[config.mk]
export PLATFORM = sky130hd
export DESIGN_NAME = inertial_output_registers
export DESIGN_NICKNAME = d
export VERILOG_FILES = /design/src/core/imu_out_pkg.sv /design/src/core/inertial_output_registers.sv
export SDC_FILE = /design/constraint.sdc
export NUM_CORES = 1
export LEC_CHECK = 0
export ABC_AREA = 1
export BUFFER_PORTS_ARGS = -buffer_cell sky130_fd_sc_hd__buf_4
export CELL_PAD_IN_SITES_DETAIL_PLACEMENT = 2
export CELL_PAD_IN_SITES_GLOBAL_PLACEMENT = 2
export CORE_UTILIZATION = 36
export DETAILED_ROUTE_END_ITERATION = 12
export PLACE_DENSITY_LB_ADDON = 0.2
export SLEW_MARGIN = 20
export SYNTH_ARGS = -nofsm -noshare
export SYNTH_HDL_FRONTEND = slang
export SYNTH_SLANG_ARGS = --single-unit
[constraint.sdc]
create_clock -name clk -period 2.6 [get_ports clk]
set_input_delay 0.52 -clock clk [delete_from_list [all_inputs] [get_ports clk]]
set_output_delay 0.52 -clock clk [all_outputs]
set_load 0.01 [all_outputs]
[src/core/imu_out_pkg.sv]
// Shared constants and types for the inertial output register bank
package imu_out_pkg;

    // Register port geometry
    localparam int ADDR_W = 7;
    localparam int WORD_W = 16;
    localparam int RATE_AXES = 3;
    localparam int ACCEL_AXES = 2;

    // Byte addresses; each word spans this address and the next
    localparam logic [6:0] RATE_AXIS0_LOW_OFS  = 7'h04;
    localparam logic [6:0] RATE_AXIS0_HIGH_OFS = 7'h06;
    localparam logic [6:0] RATE_AXIS1_LOW_OFS  = 7'h08;
    localparam logic [6:0] RATE_AXIS1_HIGH_OFS = 7'h0A;
    localparam logic [6:0] RATE_AXIS2_LOW_OFS  = 7'h0C;
    localparam logic [6:0] RATE_AXIS2_HIGH_OFS = 7'h0E;
    localparam logic [6:0] ACCEL_AXIS0_LOW_OFS  = 7'h10;
    localparam logic [6:0] ACCEL_AXIS0_HIGH_OFS = 7'h12;
    localparam logic [6:0] ACCEL_AXIS1_LOW_OFS  = 7'h14;
    localparam logic [6:0] ACCEL_AXIS1_HIGH_OFS = 7'h16;

    // Field layout of a 32-bit sample: high word over low word
    localparam int HIGH_MSB = 31;
    localparam int HIGH_LSB = 16;
    localparam int LOW_MSB  = 15;
    localparam int LOW_LSB  = 0;

    // Reset and idle values
    localparam logic [31:0] SAMPLE_RESET  = 32'h0000_0000;
    localparam logic [15:0] UNMAPPED_READ = 16'h0000;

    // Scale of one high-word step, for reference by software models
    localparam int RATE_LSB_MILLIDEG_S = 100;
    localparam int ACCEL_LSB_MICRO_G   = 1250;

    // One coherent set of samples from the measurement pipeline
    typedef struct packed {
        logic [2:0][31:0] rate;
        logic [1:0][31:0] accel;
    } sample_t;

    // Host register request, one cycle per access
    typedef struct packed {
        logic        rd;
        logic        wr;
        logic [6:0]  addr;
        logic [15:0] wdata;
    } reg_req_t;

    // Register answer, valid one cycle after a read
    typedef struct packed {
        logic        valid;
        logic [15:0] data;
    } reg_resp_t;

endpackage

[src/core/inertial_output_registers.sv]
// Read-only bank of rate and acceleration output words
`timescale 1ns/1ns

// Overview of operation
// - Rate high word: signed, zero is 0x0000, 0.1 deg/s per step
// - Rate low word: all sixteen bits are extra fractional resolution
// - Accel high word: signed, +/-40 g, zero is 0x0000, 1.25 mg step
// - Accel low word: all sixteen bits are extra resolution
// - High word over low word forms one 32-bit signed sample
// - Rate axis 0: low word at 0x04, high word at 0x06
// - Rate axis 1: low word at 0x08, high word at 0x0A
// - Rate axis 2: low word at 0x0C, high word at 0x0E
// - Accel axis 0: low word at 0x10, high word at 0x12
// - Accel axis 1: low word at 0x14, high word at 0x16
module inertial_output_registers
(
    input  wire logic                   clk,
    input  wire logic                   rst_n,
    input  wire logic                   sample_load,
    input  wire imu_out_pkg::sample_t   sample_in,
    input  wire imu_out_pkg::reg_req_t  req,
    output imu_out_pkg::reg_resp_t      resp,
    output logic                        wr_ignored
);

    // Odd byte addresses fall on the same word as the even one below
    function automatic logic [6:0] word_base
    (
        input logic [6:0] addr
    );
        return {addr[6:1], 1'b0};
    endfunction

    // Upper half of a sample carries the signed high word
    function automatic logic [15:0] high_half
    (
        input logic [31:0] v
    );
        return v[imu_out_pkg::HIGH_MSB:imu_out_pkg::HIGH_LSB];
    endfunction

    // Lower half carries only the extra resolution bits
    function automatic logic [15:0] low_half
    (
        input logic [31:0] v
    );
        return v[imu_out_pkg::LOW_MSB:imu_out_pkg::LOW_LSB];
    endfunction

    // Word decode; holes in the map read as zero
    function automatic logic [15:0] read_word
    (
        input logic [6:0]           addr,
        input imu_out_pkg::sample_t s
    );
        logic [6:0]  base;
        logic [15:0] word;
        base = word_base(addr);
        word = imu_out_pkg::UNMAPPED_READ;
        case (base)
            imu_out_pkg::RATE_AXIS0_LOW_OFS:
                word = low_half(s.rate[0]);
            imu_out_pkg::RATE_AXIS0_HIGH_OFS:
                word = high_half(s.rate[0]);
            imu_out_pkg::RATE_AXIS1_LOW_OFS:
                word = low_half(s.rate[1]);
            imu_out_pkg::RATE_AXIS1_HIGH_OFS:
                word = high_half(s.rate[1]);
            imu_out_pkg::RATE_AXIS2_LOW_OFS:
                word = low_half(s.rate[2]);
            imu_out_pkg::RATE_AXIS2_HIGH_OFS:
                word = high_half(s.rate[2]);
            imu_out_pkg::ACCEL_AXIS0_LOW_OFS:
                word = low_half(s.accel[0]);
            imu_out_pkg::ACCEL_AXIS0_HIGH_OFS:
                word = high_half(s.accel[0]);
            imu_out_pkg::ACCEL_AXIS1_LOW_OFS:
                word = low_half(s.accel[1]);
            imu_out_pkg::ACCEL_AXIS1_HIGH_OFS:
                word = high_half(s.accel[1]);
            default:
                word = imu_out_pkg::UNMAPPED_READ;
        endcase
        return word;
    endfunction

    imu_out_pkg::sample_t   samples_reg;
    imu_out_pkg::sample_t   samples_next;
    imu_out_pkg::reg_resp_t resp_reg;
    imu_out_pkg::reg_resp_t resp_next;
    logic                   wr_ignored_reg;
    logic                   wr_ignored_next;

    // Whole set loads at once so no axis mixes two sample times
    always_comb
    begin
        samples_next = samples_reg;
        if (sample_load)
        begin
            samples_next = sample_in;
        end
    end

    // Read answers from the stored set; writes touch nothing
    always_comb
    begin
        resp_next.valid = req.rd;
        resp_next.data  = imu_out_pkg::UNMAPPED_READ;
        if (req.rd)
        begin
            resp_next.data = read_word(req.addr, samples_reg);  // Stored set
        end
        wr_ignored_next = req.wr;
    end

    // Sample storage; high and low halves keep their full width
    always_ff @(posedge clk or negedge rst_n)
    begin
        if (!rst_n)
        begin
            for (int i = 0; i < imu_out_pkg::RATE_AXES; i++)
            begin
                samples_reg.rate[i] <= imu_out_pkg::SAMPLE_RESET;
            end
            for (int j = 0; j < imu_out_pkg::ACCEL_AXES; j++)
            begin
                samples_reg.accel[j] <= imu_out_pkg::SAMPLE_RESET;
            end
        end
        else
        begin
            samples_reg <= samples_next;
        end
    end

    // Answer registers
    always_ff @(posedge clk or negedge rst_n)
    begin
        if (!rst_n)
        begin
            resp_reg.valid <= 1'b0;
            resp_reg.data  <= imu_out_pkg::UNMAPPED_READ;
            wr_ignored_reg <= 1'b0;
        end
        else
        begin
            resp_reg       <= resp_next;
            wr_ignored_reg <= wr_ignored_next;
        end
    end

    assign resp       = resp_reg;
    assign wr_ignored = wr_ignored_reg;

    // Checks on the stored words and the read path

    property p_rate_high_signed;
        @(posedge clk) disable iff (!rst_n)
        sample_load |=>
            (($signed(samples_reg.rate[0][31:16]) < 0)
                == $past(sample_in.rate[0][31]))
            && ((samples_reg.rate[2][31:16] == 16'h0000)
                == ($past(sample_in.rate[2][31:16]) == 16'h0000));
    endproperty
    a_rate_high_signed:
        assert property (p_rate_high_signed)
        else $error("rate high word lost sign or zero");

    property p_rate_low_full;
        @(posedge clk) disable iff (!rst_n)
        sample_load |=>
            samples_reg.rate[1][15:0] == $past(sample_in.rate[1][15:0]);
    endproperty
    a_rate_low_full:
        assert property (p_rate_low_full)
        else $error("rate low word not loaded in full");

    property p_accel_high_signed;
        @(posedge clk) disable iff (!rst_n)
        sample_load |=>
            samples_reg.accel[0][31:16] == $past(sample_in.accel[0][31:16])
            && samples_reg.accel[1][31] == $past(sample_in.accel[1][31]);
    endproperty
    a_accel_high_signed:
        assert property (p_accel_high_signed)
        else $error("accel high word not loaded as signed value");

    property p_accel_low_full;
        @(posedge clk) disable iff (!rst_n)
        sample_load |=>
            samples_reg.accel[1][15:0] == $past(sample_in.accel[1][15:0]);
    endproperty
    a_accel_low_full:
        assert property (p_accel_low_full)
        else $error("accel low word not loaded in full");

    property p_pair_order;
        logic [31:0] full;
        @(posedge clk) disable iff (!rst_n)
        (sample_load, full = sample_in.rate[0]) ##1
        (req.rd && req.addr == imu_out_pkg::RATE_AXIS0_HIGH_OFS
            && !sample_load)
        |=> resp.data == full[31:16];
    endproperty
    a_pair_order:
        assert property (p_pair_order)
        else $error("high word is not upper half of sample");

    property p_map_rate0;
        @(posedge clk) disable iff (!rst_n)
        req.rd && word_base(req.addr) == imu_out_pkg::RATE_AXIS0_LOW_OFS
        |=> resp.valid && resp.data == $past(samples_reg.rate[0][15:0]);
    endproperty
    a_map_rate0:
        assert property (p_map_rate0)
        else $error("rate axis 0 low word misplaced");

    property p_map_rate1;
        @(posedge clk) disable iff (!rst_n)
        req.rd && req.addr == imu_out_pkg::RATE_AXIS1_HIGH_OFS
        |=> resp.data == $past(samples_reg.rate[1][31:16]);
    endproperty
    a_map_rate1:
        assert property (p_map_rate1)
        else $error("rate axis 1 high word misplaced");

    property p_map_rate2;
        @(posedge clk) disable iff (!rst_n)
        req.rd && req.addr == imu_out_pkg::RATE_AXIS2_LOW_OFS
        |=> resp.data == $past(samples_reg.rate[2][15:0]);
    endproperty
    a_map_rate2:
        assert property (p_map_rate2)
        else $error("rate axis 2 low word misplaced");

    property p_map_accel0;
        @(posedge clk) disable iff (!rst_n)
        req.rd && word_base(req.addr) == imu_out_pkg::ACCEL_AXIS0_HIGH_OFS
        |=> resp.data == $past(samples_reg.accel[0][31:16]);
    endproperty
    a_map_accel0:
        assert property (p_map_accel0)
        else $error("accel axis 0 high word misplaced");

    property p_map_accel1;
        @(posedge clk) disable iff (!rst_n)
        req.rd && req.addr == imu_out_pkg::ACCEL_AXIS1_LOW_OFS
        |=> resp.data == $past(samples_reg.accel[1][15:0]);
    endproperty
    a_map_accel1:
        assert property (p_map_accel1)
        else $error("accel axis 1 low word misplaced");

    property p_hold_no_load;
        @(posedge clk) disable iff (!rst_n)
        !sample_load |=> $stable(samples_reg);
    endproperty
    a_hold_no_load:
        assert property (p_hold_no_load)
        else $error("stored samples changed without a load");

    property p_write_ignored;
        @(posedge clk) disable iff (!rst_n)
        req.wr && !req.rd && !sample_load
        |=> wr_ignored && !resp.valid && $stable(samples_reg);
    endproperty
    a_write_ignored:
        assert property (p_write_ignored)
        else $error("host write was not ignored");

    property p_unmapped_zero;
        @(posedge clk) disable iff (!rst_n)
        req.rd && (req.addr < imu_out_pkg::RATE_AXIS0_LOW_OFS
            || word_base(req.addr) > imu_out_pkg::ACCEL_AXIS1_HIGH_OFS)
        |=> resp.valid && resp.data == imu_out_pkg::UNMAPPED_READ;
    endproperty
    a_unmapped_zero:
        assert property (p_unmapped_zero)
        else $error("unmapped read not zero");

    property p_map_rate0_high;
        @(posedge clk) disable iff (!rst_n)
        req.rd && word_base(req.addr) == imu_out_pkg::RATE_AXIS0_HIGH_OFS
        |=> resp.data == $past(samples_reg.rate[0][31:16]);
    endproperty
    a_map_rate0_high:
        assert property (p_map_rate0_high)
        else $error("rate axis 0 high word misplaced");

    property p_map_rate1_low;
        @(posedge clk) disable iff (!rst_n)
        req.rd && word_base(req.addr) == imu_out_pkg::RATE_AXIS1_LOW_OFS
        |=> resp.data == $past(samples_reg.rate[1][15:0]);
    endproperty
    a_map_rate1_low:
        assert property (p_map_rate1_low)
        else $error("rate axis 1 low word misplaced");

    property p_map_accel0_low;
        @(posedge clk) disable iff (!rst_n)
        req.rd && word_base(req.addr) == imu_out_pkg::ACCEL_AXIS0_LOW_OFS
        |=> resp.data == $past(samples_reg.accel[0][15:0]);
    endproperty
    a_map_accel0_low:
        assert property (p_map_accel0_low)
        else $error("accel axis 0 low word misplaced");

    property p_map_accel1_high;
        @(posedge clk) disable iff (!rst_n)
        req.rd && word_base(req.addr) == imu_out_pkg::ACCEL_AXIS1_HIGH_OFS
        |=> resp.data == $past(samples_reg.accel[1][31:16]);
    endproperty
    a_map_accel1_high:
        assert property (p_map_accel1_high)
        else $error("accel axis 1 high word misplaced");

    // The write flag must not outlive its single cycle
    property p_write_flag_idle;
        @(posedge clk) disable iff (!rst_n)
        !req.wr |=> !wr_ignored;
    endproperty
    a_write_flag_idle:
        assert property (p_write_flag_idle)
        else $error("write flag raised without a write");

endmodule

======== Word level (Yosys, flattened, before mapping) ========
Index checks and enable logic that the tools add are counted.
cells by class
  muxes and demuxes ....................... 2
  eq/ne operators ......................... 10
operator list
  kind                                                                    count
  16-bit case mux with 10 select lines                                    1
  6-bit by 3-bit equality test with 1-bit output (second input constant)  4
  6-bit by 4-bit equality test with 1-bit output (second input constant)  4
  16-bit two-way mux                                                      1
  6-bit by 2-bit equality test with 1-bit output (second input constant)  2
storage, ports and cells
  input port bits ......................... 188
  word-level logic and storage cells ...... 20
  bits in registers ....................... 178
  output and inout bits ................... 18

======== Logic depth before layout (Yosys ltp) ========
  word-level depth ........................ 3
  depth in mapped cells ................... 8
  depth with buffers taken out ............ 7

======== Worst setup path after synthesis ========
Ideal clock, no wire load.
  path type ............................... input to register
  start point ............................. input port sample_load
  end point ............................... register samples_reg[106] (netlist name)
  stages .................................. 4
  path slack .............................. 1.080 ns
  path buffers ............................ 3
  setup time .............................. 0.125 ns
  data arrival time ....................... 1.395 ns
  cell sequence ........................... buf_2 buf_2 buf_2 mux2_2
RTL lines
  item                  RTL line                          source
  start, declared       inertial_output_registers.sv:19   input wire logic sample_load,
  end signal, assigned  inertial_output_registers.sv:132  samples_reg <= samples_next;
  end, declared         inertial_output_registers.sv:87   imu_out_pkg::sample_t samples_reg;
No word-level cell between the ends.

==> metrics.md <==
| Metric | Value |
|---|---|
| Status | complete, no violations |
| DR vias/cell | between 5 and 6 |
| Simple-gate share of the synthesized area | 0.161 |
| Ys Warns | 0 |
| Average size of a mapped cell | 11.2 um^2 |
| Routability cong. | approximately 0.84 |
| Layout Skew | 0.00969 ns |
| Cell at the slowest stage of the critical path | clkinv_2 |
| Largest family of logic cells by synthesized area | multiplexers |
| Core Region | roughly 0.022 mm^2 |
| Clk slew on worst S/H paths | ~0.060 ns |
| CP Capture Type | flop |
| Starting density of the core | 0.368 |
| Nets | 1077 |
| Mux contribution to synthesized area | 0.179 |
| Critical path, cell by cell | buf_4, inv_2, nand2_4, clkinv_2, nand3_1, nand3_1, nor2_1, a21oi_2 |
| Cell count after placement | ~1200 |
| 1st-iter DRT viols | roughly 250 |
| DP Area | 0.00972 mm^2 |
| Post-detailed-routing wire length | approximately 26000 um |
| Die extent in x | 152 um |
| Maxcap violations | 0 |
| Synth unique cells | 24 |
| Worst slew pin tran | 0.669 ns |
| # hold bufs at CTS | 0 |
| Minimum clock period | 1.72 ns |
| CTS sink cnt | around 180 |
| Slew Limit Fails | 0 |
| RSZ-0062 raised after global routing | false |
| Final Hold Fails | 0 |
| Startpoint class of the critical path | input pin |
| F_max | 581 MHz |
| Crit Path Max Fanout | 32 |
| Detail Placement HPWL | about 19000 um |
| Critical Path AT | 2.00 ns |
| Mapped Cells | 719 |
| Final setup fails | 0 |
| Setup slack, reg-to-reg | roughly 1.4 ns |
| Postcts setup bufs | 0 |
| Area grow syn2layout | 28.4% |
| CTS tree | built |
| Max FFs per register | 160 |
| Clock Latency Late Sink | between 0.4 and 0.5 ns |
| CTS Buffer Depth | 2 |
| Filler cell count | ~2200 |
| IO buf count | ~190 |
| Register area share after synthesis | 0.552 |
| GR Overflow Total | 0 |
| Vias in the first global route | 6993 |
| XOR/XNOR Fraction of Synth Area | 0 |
| Required @ worst endpoint | about 2.9 ns |
| Mapped Nets | between 900 and 1000 |
| PD cells | 651 mW/mm^2 |
| Crit Path Class | input pin to flop |
| # IOs | between 200 and 250 |
| Final Non-Filler Cells | 1183 |
| Max incr delay on CP | ~0.4 ns |
| Hold Crit Class | input pin to asynchronous set/reset pin |
| Pleak | approximately 4.7 nW |
| Most frequent CP cell | nand3_1 |
| Largest vdd supply drop | ~470 uV |
| Period Utilization, post-route | 0.662 |
| Share of layout cells above drive strength 1 | 0.437 |
| Die H | between 150 and 200 um |
| Slew HR | 0.554 |
| Iteration count of the initial detailed-routing pass | 4 |
| Row cnt | 54 |
| Via Count | between 6000 and 7000 |
| Initial antenna violation count | 0 |
| Routed WL per cell | approximately 22 um |
| Post-DRT Antenna Nets | 0 |
| Post-CTS resize count | 0 |
| Synthesized area | a little over 0.008 mm^2 |
| Overall routing resource usage | 0.236 |
| Setup TNS | 0 ns |
| CTS root buf | clkbuf_16 |
| DIE AREA | 0.0230 mm^2 |
| Post-route DRC | 0 |
| Design Area, Final | 0.0104 mm^2 |
| CTS buffer count | 17 |
| Total power draw | 6.73 mW |
| Synth Area in Adders | 0 |
| Hold WS | about 0.031 ns |
| First-pass GRT wire length | around 40000 um |
| Largest net degree at the start of global routing | 120 |
| Compound-Gate Fraction of Synth Area | 0.0543 |
| Total number of H-tree levels | 4 |
| Seq cells post-synth | ~180 |
## routing by layer
metal	wire length, um	vias up	global-route usage
met2	12800	148	0.391
met5	0	-	0
met1	11700	3198	0.316
li1	-	2862	-
met4	408	0	0.0644
met3	1020	21	0.0416
## metrics by stage
step | utilization | worst slack, ns
after floorplan | - | 1.08
after global placement | 0.444 | 0.521
after detailed placement | 0.444 | 0.461
after CTS | 0.473 | 0.905
after global routing | 0.473 | 0.782
final | 0.473 | 0.879
## worst paths after layout
path,startpoint,to,cells past startpoint
worst max register to register,samples_reg[104]$_DFFE_PN0P_,resp[8]$_DFF_PN0_,4
worst min-delay path,rst_n,samples_reg[135]$_DFFE_PN0P_,1
max in group asynchronous,rst_n,samples_reg[93]$_DFFE_PN0P_,2
worst max-delay path,req[19],resp[6]$_DFF_PN0_,8
min in group clk,req[23],wr_ignored$_DFF_PN0_,1
worst min register to register,samples_reg[21]$_DFFE_PN0P_,samples_reg[21]$_DFFE_PN0P_,1
## power breakdown
part	leakage [nW]	internal, mW	switching, mW	total [mW]
clock network	0.305	1.69	1.07	2.76
logic	2.23	0.414	0.395	0.809
registers	2.13	3.02	0.144	3.17
## worst max-delay path, delay by kind of cell
| kind | cells | cell delay, ns |
|---|---|---|
| compound gates | 1 | 0.08 |
| buf+inv | 3 | 0.57 |
| simple gates | 4 | 0.82 |
## kinds of logic (layout without fill, tap and decap cells)
logic type,Yosys count,count (layout)
and+or+nand+nor,240,240
muxes,128,128
DFF,178,178
buffers and inverters,93,276
other,0,1
AOI/OAI and AO/OA,80,80
## cell usage after synthesis (all sizes together)
cell	n	area, um^2
nand4	48	300
dfrtp	178	4450
nand2	38	153
buf	42	240
a21oi	16	118
clkbuf	9	33.8
nand3	114	631
mux2	128	1440
clkinv	1	5.00
inv	41	154
nor2	40	213
o21ai	64	320
## area by class of cell
| type | count | area, um^2 | share of cell area |
|---|---|---|---|
| clock inverters | 8 | 150 | 0.0145 |
| inverters | 42 | 159 | 0.0153 |
| multi-input cells | 448 | 3180 | 0.307 |
| well taps | 280 | 350 | 0.0338 |
| diodes | 1 | 2.50 | 0.000242 |
| clock buffers | 24 | 482 | 0.0465 |
| repair buffers | 202 | 1570 | 0.152 |
| flip-flops and latches | 178 | 4450 | 0.430 |
## layout by cell type (no fill, tap or decap), drive strengths merged
master    netlist  routed
clkinv          1       4
mux2          128     128
nand2          38      38
clkbuf          9      24
inv            41      41
buf            42     202
o21ai          64      64
clkinvlp        0       1
diode           0       1
a21oi          16      16
dfrtp         178     178
bufinv          0       4
nor2           40      40
nand4          48      48
nand3         114     114
(Power assumes the default switching activity.)
